**config.mk**
```make
export PLATFORM = sky130hd
export DESIGN_NAME = lvdsd_top
export DESIGN_NICKNAME = d
export VERILOG_FILES = /design/src/logic/lvdsd_pkg.sv /design/src/logic/lvdsd_top.sv
export SDC_FILE = /design/constraint.sdc
export NUM_CORES = 1
export LEC_CHECK = 0
export CAP_MARGIN = 40
export CORE_MARGIN = 5
export CORE_UTILIZATION = 33
export DETAILED_ROUTE_END_ITERATION = 6
export DONT_BUFFER_PORTS = 1
export GPL_TIMING_DRIVEN = 0
export SLEW_MARGIN = 20
export SYNTH_ARGS = -nofsm -noshare
export SYNTH_HDL_FRONTEND = slang
export SYNTH_SLANG_ARGS = --single-unit
```
**constraint.sdc**
```tcl
create_clock -name clk -period 2.5 [get_ports clk]
set_input_delay 0.375 -clock clk [delete_from_list [all_inputs] [get_ports clk]]
set_output_delay 0.375 -clock clk [all_outputs]
set_load 0.02 [all_outputs]
```
**src/logic/lvdsd_pkg.sv**
```systemverilog
// Package for the LVDS/CMOS channel divider block: register map, field layout, reset values
// and the structs that carry the register bus and the per-stage settings.
// Assumes a 9-bit byte address space on a plain strobe bus with 8-bit data.
package lvdsd_pkg;
    localparam int ADDR_W = 9;
    localparam int DATA_W = 8;
    localparam int CNT_W = 4;
    localparam int SYNC_FFS = 3;

    // Register offsets.
    localparam logic [8:0] OFF_A_S1_COUNTS = 9'h199;
    localparam logic [8:0] OFF_A_PHASES = 9'h19A;
    localparam logic [8:0] OFF_A_S2_COUNTS = 9'h19B;
    localparam logic [8:0] OFF_A_CONTROL = 9'h19C;
    localparam logic [8:0] OFF_A_DUTY_CORR = 9'h19D;
    localparam logic [8:0] OFF_B_S1_COUNTS = 9'h19E;
    localparam logic [8:0] OFF_STATUS = 9'h1A8;

    // Field positions.
    localparam int POS_LOW_LSB = 4;
    localparam int POS_HIGH_LSB = 0;
    localparam int POS_PHASE_S2_LSB = 4;
    localparam int POS_PHASE_S1_LSB = 0;
    localparam int POS_BYPASS_S2 = 5;
    localparam int POS_BYPASS_S1 = 4;
    localparam int POS_ALIGN_IGNORE = 3;
    localparam int POS_FORCE_LEVEL = 2;
    localparam int POS_START_S2 = 1;
    localparam int POS_START_S1 = 0;
    localparam int POS_DUTY_CORR_DIS = 0;
    localparam logic [7:0] CONTROL_MASK = 8'h3F;
    localparam logic [7:0] DUTY_CORR_MASK = 8'h01;

    // Reset values.
    localparam logic [7:0] RST_COUNTS = 8'h00;
    localparam logic [7:0] RST_PHASES = 8'h00;
    localparam logic [7:0] RST_CONTROL = 8'h00;
    localparam logic [7:0] RST_DUTY_CORR = 8'h00;

    typedef struct packed {
        logic [ADDR_W-1:0] addr;
        logic [DATA_W-1:0] wdata;
        logic wr;
        logic rd;
    } lvdsd_bus_req_t;

    typedef struct packed {
        logic [CNT_W-1:0] high;
        logic [CNT_W-1:0] low;
        logic [CNT_W-1:0] phase;
        logic start;
        logic bypass;
        logic hold;
    } lvdsd_stage_cfg_t;
endpackage

```
**src/logic/lvdsd_top.sv**
```systemverilog
// Channel divider block: two cascaded stages for channel A, first stage of channel B,
// alignment input, force level, duty-cycle correction and the register file.
// Assumes a single clock whose enabled cycles drive the reference input clock, and an
// asynchronous active-low alignment pin from outside.
//
// Local design decision: strobed register access.
`timescale 1ns/1ns

module lvdsd_top (
    input wire logic clk,
    input wire logic rst_n,
    input wire logic ce,
    input wire lvdsd_pkg::lvdsd_bus_req_t bus_req,
    output logic [lvdsd_pkg::DATA_W-1:0] rdata,
    input wire logic align_n,
    output logic a_stage1_out,
    output logic a_stage2_out,
    output logic chan_a_out,
    output logic chan_b_out
);
    localparam int NST = 3;

    ////////////////////////////////////////////////////////////////////////////////////////
    // Registers.
    logic [7:0] a_s1_counts_r;
    logic [7:0] a_phases_r;
    logic [7:0] a_s2_counts_r;
    logic [7:0] a_control_r;
    logic [7:0] a_duty_corr_r;
    logic [7:0] b_s1_counts_r;
    logic [7:0] rdata_r;
    logic [7:0] rdata_nxt;
    logic [7:0] status;

    wire wr_go = ce & bus_req.wr;
    wire sel_a_s1 = bus_req.addr == lvdsd_pkg::OFF_A_S1_COUNTS;
    wire sel_a_ph = bus_req.addr == lvdsd_pkg::OFF_A_PHASES;
    wire sel_a_s2 = bus_req.addr == lvdsd_pkg::OFF_A_S2_COUNTS;
    wire sel_a_ctl = bus_req.addr == lvdsd_pkg::OFF_A_CONTROL;
    wire sel_a_dcc = bus_req.addr == lvdsd_pkg::OFF_A_DUTY_CORR;
    wire sel_b_s1 = bus_req.addr == lvdsd_pkg::OFF_B_S1_COUNTS;
    wire sel_stat = bus_req.addr == lvdsd_pkg::OFF_STATUS;

    always_ff @(posedge clk) begin
        if (!rst_n) begin
            a_s1_counts_r <= lvdsd_pkg::RST_COUNTS;
            a_phases_r <= lvdsd_pkg::RST_PHASES;
            a_s2_counts_r <= lvdsd_pkg::RST_COUNTS;
            a_control_r <= lvdsd_pkg::RST_CONTROL;
            a_duty_corr_r <= lvdsd_pkg::RST_DUTY_CORR;
            b_s1_counts_r <= lvdsd_pkg::RST_COUNTS;
        end else if (wr_go) begin
            if (sel_a_s1) a_s1_counts_r <= bus_req.wdata;
            if (sel_a_ph) a_phases_r <= bus_req.wdata;
            if (sel_a_s2) a_s2_counts_r <= bus_req.wdata;
            if (sel_a_ctl) a_control_r <= bus_req.wdata & lvdsd_pkg::CONTROL_MASK;
            if (sel_a_dcc) a_duty_corr_r <= bus_req.wdata & lvdsd_pkg::DUTY_CORR_MASK;
            if (sel_b_s1) b_s1_counts_r <= bus_req.wdata;
        end
    end

    assign rdata_nxt = sel_a_s1 ? a_s1_counts_r :
                       sel_a_ph ? a_phases_r :
                       sel_a_s2 ? a_s2_counts_r :
                       sel_a_ctl ? a_control_r :
                       sel_a_dcc ? a_duty_corr_r :
                       sel_b_s1 ? b_s1_counts_r :
                       sel_stat ? status : 8'h00;

    // Read data stands from the enabled edge after the strobe to the next enabled edge; it is zero otherwise.
    always_ff @(posedge clk) begin
        if (!rst_n) begin
            rdata_r <= 8'h00;
        end else if (ce) begin
            rdata_r <= bus_req.rd ? rdata_nxt : 8'h00;
        end
    end
    assign rdata = rdata_r;

    ////////////////////////////////////////////////////////////////////////////////////////
    // Alignment pin: three flops, a change counts once the last two agree.
    logic [lvdsd_pkg::SYNC_FFS-1:0] align_ff_r;
    logic align_act_r;

    always_ff @(posedge clk) begin
        if (!rst_n) begin
            align_ff_r <= '1;
            align_act_r <= 1'b0;
        end else if (ce) begin
            align_ff_r <= {align_ff_r[1:0], align_n};
            if (align_ff_r[1] == align_ff_r[2]) align_act_r <= ~align_ff_r[2];
        end
    end

    wire align_ignore = a_control_r[lvdsd_pkg::POS_ALIGN_IGNORE];
    wire hold_a = align_act_r & ~align_ignore;

    ////////////////////////////////////////////////////////////////////////////////////////
    // Reference input clock: one input cycle is two enabled clock cycles, tick on its rise.
    logic ref_lvl_r;
    always_ff @(posedge clk) begin
        if (!rst_n) begin
            ref_lvl_r <= 1'b0;
        end else if (ce) begin
            ref_lvl_r <= ~ref_lvl_r;
        end
    end
    wire ref_tick = ce & ~ref_lvl_r;

    ////////////////////////////////////////////////////////////////////////////////////////
    // Stages: 0 is A1, 1 is A2, 2 is B1.
    lvdsd_pkg::lvdsd_stage_cfg_t cfg [NST];
    logic [NST-1:0] in_tick;
    logic [NST-1:0] in_lvl;
    logic [NST-1:0] out_tick;
    logic [NST-1:0] out_lvl;

    assign cfg[0] = '{high: a_s1_counts_r[3:0], low: a_s1_counts_r[7:4],
                      phase: a_phases_r[3:0],
                      start: a_control_r[lvdsd_pkg::POS_START_S1],
                      bypass: a_control_r[lvdsd_pkg::POS_BYPASS_S1], hold: hold_a};
    assign cfg[1] = '{high: a_s2_counts_r[3:0], low: a_s2_counts_r[7:4],
                      phase: a_phases_r[7:4],
                      start: a_control_r[lvdsd_pkg::POS_START_S2],
                      bypass: a_control_r[lvdsd_pkg::POS_BYPASS_S2], hold: hold_a};
    // Channel B's remaining controls live elsewhere; this stage obeys alignment, starts low.
    assign cfg[2] = '{high: b_s1_counts_r[3:0], low: b_s1_counts_r[7:4],
                      phase: 4'h0, start: 1'b0, bypass: 1'b0, hold: align_act_r};

    assign in_tick[0] = ref_tick;
    assign in_lvl[0] = ref_lvl_r;
    assign in_tick[1] = out_tick[0];
    assign in_lvl[1] = out_lvl[0];
    assign in_tick[2] = ref_tick;
    assign in_lvl[2] = ref_lvl_r;

    genvar g;
    generate
        for (g = 0; g < NST; g++) begin : g_stage
            logic [4:0] cnt_r;
            logic [4:0] cnt_nxt;
            logic lvl_r;
            logic lvl_nxt;
            wire [4:0] seg_load = {1'b0, lvl_r ? cfg[g].low : cfg[g].high};
            wire [4:0] first_load = {1'b0, cfg[g].phase} +
                                    {1'b0, cfg[g].start ? cfg[g].high : cfg[g].low};
            wire run = ~cfg[g].hold & ~cfg[g].bypass;
            wire edge_now = run & in_tick[g] & (cnt_r == 5'h00);

            // A held or bypassed stage is parked at its start level with its first
            // segment preloaded, so the release lands phase input cycles late.
            assign lvl_nxt = !run ? cfg[g].start : (edge_now ? ~lvl_r : lvl_r);
            assign cnt_nxt = !run ? first_load :
                             !in_tick[g] ? cnt_r :
                             edge_now ? seg_load : 5'(cnt_r - 5'h01);

            always_ff @(posedge clk) begin
                if (!rst_n) begin
                    cnt_r <= 5'h00;
                    lvl_r <= 1'b0;
                end else if (ce) begin
                    cnt_r <= cnt_nxt;
                    lvl_r <= lvl_nxt;
                end
            end

            assign out_lvl[g] = cfg[g].bypass ? in_lvl[g] : lvl_r;
            assign out_tick[g] = cfg[g].bypass ? in_tick[g] : (edge_now & ~lvl_r);
        end
    endgenerate

    ////////////////////////////////////////////////////////////////////////////////////////
    // Duty-cycle correction: measure the A2 period in reference cycles and regenerate a
    // half-period high pulse. It trails the raw output by one period after any change.
    logic [8:0] per_cnt_r;
    logic [8:0] half_r;
    logic [8:0] hi_cnt_r;
    logic dcc_lvl_r;
    wire dcc_on = ~a_duty_corr_r[lvdsd_pkg::POS_DUTY_CORR_DIS];
    wire a2_rise = out_tick[1];

    always_ff @(posedge clk) begin
        if (!rst_n) begin
            per_cnt_r <= 9'h000;
            half_r <= 9'h000;
            hi_cnt_r <= 9'h000;
            dcc_lvl_r <= 1'b0;
        end else if (ce && ref_tick) begin
            if (a2_rise) begin
                per_cnt_r <= 9'h001;
                half_r <= {1'b0, per_cnt_r[8:1]};
                hi_cnt_r <= 9'h001;
                dcc_lvl_r <= 1'b1;
            end else begin
                per_cnt_r <= (per_cnt_r == 9'h1FF) ? per_cnt_r : 9'(per_cnt_r + 9'h001);
                hi_cnt_r <= 9'(hi_cnt_r + 9'h001);
                if (hi_cnt_r >= half_r) dcc_lvl_r <= 1'b0;
            end
        end
    end

    wire a_level = (dcc_on && half_r != 9'h000) ? dcc_lvl_r : out_lvl[1];
    // Forcing only bites once alignment is ignored, so a forced output cannot be re-aligned.
    assign chan_a_out = align_ignore ? a_control_r[lvdsd_pkg::POS_FORCE_LEVEL] : a_level;
    assign a_stage1_out = out_lvl[0];
    assign a_stage2_out = out_lvl[1];
    assign chan_b_out = out_lvl[2];
    assign status = {4'h0, align_act_r, chan_b_out, a_stage2_out, a_stage1_out};

    // A run is only judged when it was loaded after the last write and outside a park,
    // since a segment loaded from older counts may legally run to its old length.
    logic [4:0] a1_run_len_r;
    logic a1_clean_r;
    always_ff @(posedge clk) begin
        if (!rst_n) begin
            a1_run_len_r <= 5'h00;
            a1_clean_r <= 1'b0;
        end else if (wr_go || !g_stage[0].run) begin
            a1_run_len_r <= 5'h00;
            a1_clean_r <= 1'b0;
        end else if (ref_tick) begin
            a1_run_len_r <= g_stage[0].edge_now ? 5'h00 : 5'(a1_run_len_r + 5'h01);
            if (g_stage[0].edge_now) a1_clean_r <= 1'b1;
        end
    end
endmodule

```
==> run metrics <==
IO Port Bufs=0; clock sinks=slightly below 100; FF+latch count, synth=97; # diodes=0; critical path class=reg2out; Root Driver=clkbuf_16; starting DRC count in detailed routing=333; Pwr Total=around 3400 uW; # setup viols final=0; Core Area=17100 um2; mux contribution to synthesized area=11.4%; Req. time, crit path=~2.1 ns; hpwl dp=about 12 mm; fmax=about 0.42 GHz; total track usage=approximately 16%; XOR/XNOR Fraction of Synth Area=about 3.5%; Post-Synthesis Cells=~650; Pleak=between 0.002 and 0.0025 uW; Worst Setup Start Kind=register; H-tree depth=3; Post-Layout Cell Count=895; Post-Synth Adder-Cell Area=5.98%; largest vdd supply drop=approximately 0.34 mV; final period utilization=a little over nine tenths; WP buf/inv=2; Final ANT Viol Nets=0; setup ws final=0.113 ns; clock buffer count from CTS=9; largest net degree at the start of global routing=16; clk_skew=0.00944 ns; wire per inst=between 15 and 20 um; Arr. time, crit path=approximately 2 ns; Setup crit start=a_control_r[4]; number of synthesized flops with an enable pin=0; share of layout cells above drive strength 1=8.81%; max-slew violations=0; CP endpoint kind=output port; via count=about 4800; max cap viols=0; Fill cells=about 1700; Pwr Density=about 550 nW/um2; drt total wl=approximately 15 mm; worst r2r src=a_control_r[1]; fin crit period=2.39 ns; most used cell, CP=buf_2; vias in the first global route=around 4500; pre-CTS WS=-0.0882 ns; first-pass GRT wire length=approximately 25 mm; Residual DRC=0; die width=roughly 140 um; Seq. cell area=around 1900 um2; dominant synthesized flop cell=dfxtp_1; critical path's slowest cell=a21oi_4; Seq/Total Area, Yosys=34.1%; vias per std cell=about 5.3; DR pass1 iterations=5; nets@finish=a little over 700; Compound-Gate Fraction of Synth Area=about a fifth; Placer Congestion=0.900; max incr delay on CP=~0.35 ns; final core utilization=between 30 and 40%; # rows=48; grt total ovfl=0; effective utilization at floorplan=33.2%; placed insts=880; footprint of the multi-input gates=approximately 3500 um2; Yosys warning total=0; FFs w/ async S/R, synth=0%; unrepaired setup endpoints after global routing=false; Syn Nets=roughly 700; Hold Crit Class=in2reg; hold_sp=align_n; post-synthesis simple-gate area fraction=around 21%; Top delay family on crit path=compound AO/OA/AOI/OAI gates; outcome=complete, no violations; Final Hold Viols=0; Max transition margin=a little over half; Max Buffers Root-to-Sink=2; Worst-Skew Late Latency=roughly 0.35 ns; Post-Synthesis Cell Area=5690 um2; CTS tree=done; Post-CTS Setup Inserts=0; Cell variety after synth=between 70 and 80; Clock transition at path regs=about 0.070 ns; I/O pin count=35; syn avg cell area=between 8 and 9 um2; CP cell instances=buf_2 -> mux2i_4 -> a21oi_4 -> mux2i_1 -> o21ai_0 -> buf_2; Tightest Pin Transition=~0.68 ns; initial antenna violation count=0; crit path max fanout=10; Die H=about 140 um; die area=between 15000 and 20000 um2; largest family of logic cells by synthesized area=simple AND/OR/NAND/NOR gates; area delta synth->final=10.2%
==> path summary, 6_finish.rpt <==
path | endpoint | cells after the start | slack (ns)
max | chan_a_out | 6 | 0.11
max reg2reg | g_stage[1].cnt_r[4] | 10 | 0.12
min reg2reg | g_stage[2].cnt_r[4] | 1 | 0.46
min | align_ff_r[0] | 2 | 0.16
==> synth_stat cells, types with 3 or more instances <==
master	number	area (um2)
a211oi_1	10	75.1
a21boi_0	12	90.1
a21o_1	7	52.6
a21oi_1	35	175
a22oi_1	6	45.0
a2bb2oi_1	3	26.3
a31oi_1	5	31.3
a32oi_1	4	35.0
and2_1	3	18.8
and3_1	6	37.5
buf_2	9	45.0
buf_6	4	45.0
clkbuf_1	21	78.8
dfxtp_1	97	1940
ha_1	24	300
inv_1	30	113
mux2_2	8	90.1
mux2i_1	56	561
nand2_1	55	206
nand2b_1	8	50.1
nand3_1	7	35.0
nand4_1	11	68.8
nor2_1	35	131
nor2b_1	52	325
nor3_1	7	35.0
nor4_1	5	31.3
o211ai_1	3	22.5
o21a_1	4	30.0
o21ai_0	45	225
o22ai_1	7	43.8
o2bb2ai_1	3	26.3
xnor2_1	8	70.1
xor2_1	15	131
==> flip-flops by register name, summed over array words and instances (netlist names), 2 cells and up <==
name           flops
a_control_r        6
a_phases_r         8
a_s1_counts_r      8
a_s2_counts_r      8
align_ff_r         3
b_s1_counts_r      8
g_stage.cnt_r     15
g_stage.lvl_r      2
half_r             8
hi_cnt_r           9
per_cnt_r          9
rdata              8
==> where the power goes <==
group / internal (uW) / leakage (uW) / total, uW / switching [uW]
registers: 1590 / 0.000786 / 1630 / 44.4
clock network: 703 / 0.000129 / 1310 / 609
logic: 214 / 0.00145 / 507 / 293
total: 2500 / 0.00236 / 3450 / 947
==> repair_timing <==
item	CTS	global route
gates resized for setup	4	0
hold buffers	0	0
cloned	0	0
endpoints found under the setup margin	1	1
==> layout by cell type, fill, tap and decap left out, types with 4 or more instances in the layout <==
| cell type | Yosys | final |
|---|---|---|
| buf_2 | 9 | 10 |
| buf_6 | 4 | 4 |
| ha_1 | 24 | 24 |
| nand2b_1 | 8 | 8 |
| nand3_1 | 7 | 7 |
| and3_1 | 6 | 6 |
| o22ai_1 | 7 | 7 |
| xnor2_1 | 8 | 8 |
| a211oi_1 | 10 | 10 |
| o21ai_0 | 45 | 45 |
| mux2i_1 | 56 | 55 |
| a21boi_0 | 12 | 12 |
| a21oi_1 | 35 | 34 |
| clkbuf_1 | 21 | 22 |
| nand4_1 | 11 | 11 |
| o21a_1 | 4 | 4 |
| dfxtp_1 | 97 | 97 |
| nor4_1 | 5 | 5 |
| xor2_1 | 15 | 15 |
| a31oi_1 | 5 | 5 |
| nand2_1 | 55 | 55 |
| a21o_1 | 7 | 7 |
| mux2_2 | 8 | 8 |
| nor2b_1 | 52 | 52 |
| a22oi_1 | 6 | 6 |
| inv_1 | 30 | 30 |
| nor3_1 | 7 | 7 |
| nor2_1 | 35 | 35 |
| clkbuf_16 | 0 | 9 |
| a32oi_1 | 4 | 4 |
==> per-stage QoR <==
step / instance area [um2] / TNS, ns / hold slack, ns
detailed placement: 5970 / -0.0882 / 0.452
global route: 6270 / 0 / 0.168
CTS: 6270 / 0 / 0.150
finish: 6270 / 0 / 0.155
global placement: 5970 / -0.458 / 0.446
floorplan: 5690 / 0 / 0.439
==> cell families (layout without fill, tap and decap cells) <==
logic type / Yosys count / count (layout)
compound gates: 166 / 166
xor+xnor: 23 / 23
fa+ha+maj: 26 / 26
buf+inv: 67 / 83
flops: 97 / 97
mux: 64 / 64
simple gates: 211 / 211
==> cell type report <==
class / instances / share of cell area (%)
plain buffers: 35 / 2.87
clock buffers: 12 / 3.93
clock inverters: 4 / 0.459
inverters: 31 / 1.86
multi-input cells: 490 / 55.3
flip-flops and latches: 97 / 31.0
well taps: 225 / 4.49
repair buffers: 1 / 0.0798
==> routing by layer <==
layer | routed length [um] | GRT usage (%)
met5 | 0 | 0
met4 | 297 | 5.81
met3 | 728 | 2.56
met2 | 7260 | 25.7
met1 | 7190 | 21.2
(Power assumes the default switching activity.)
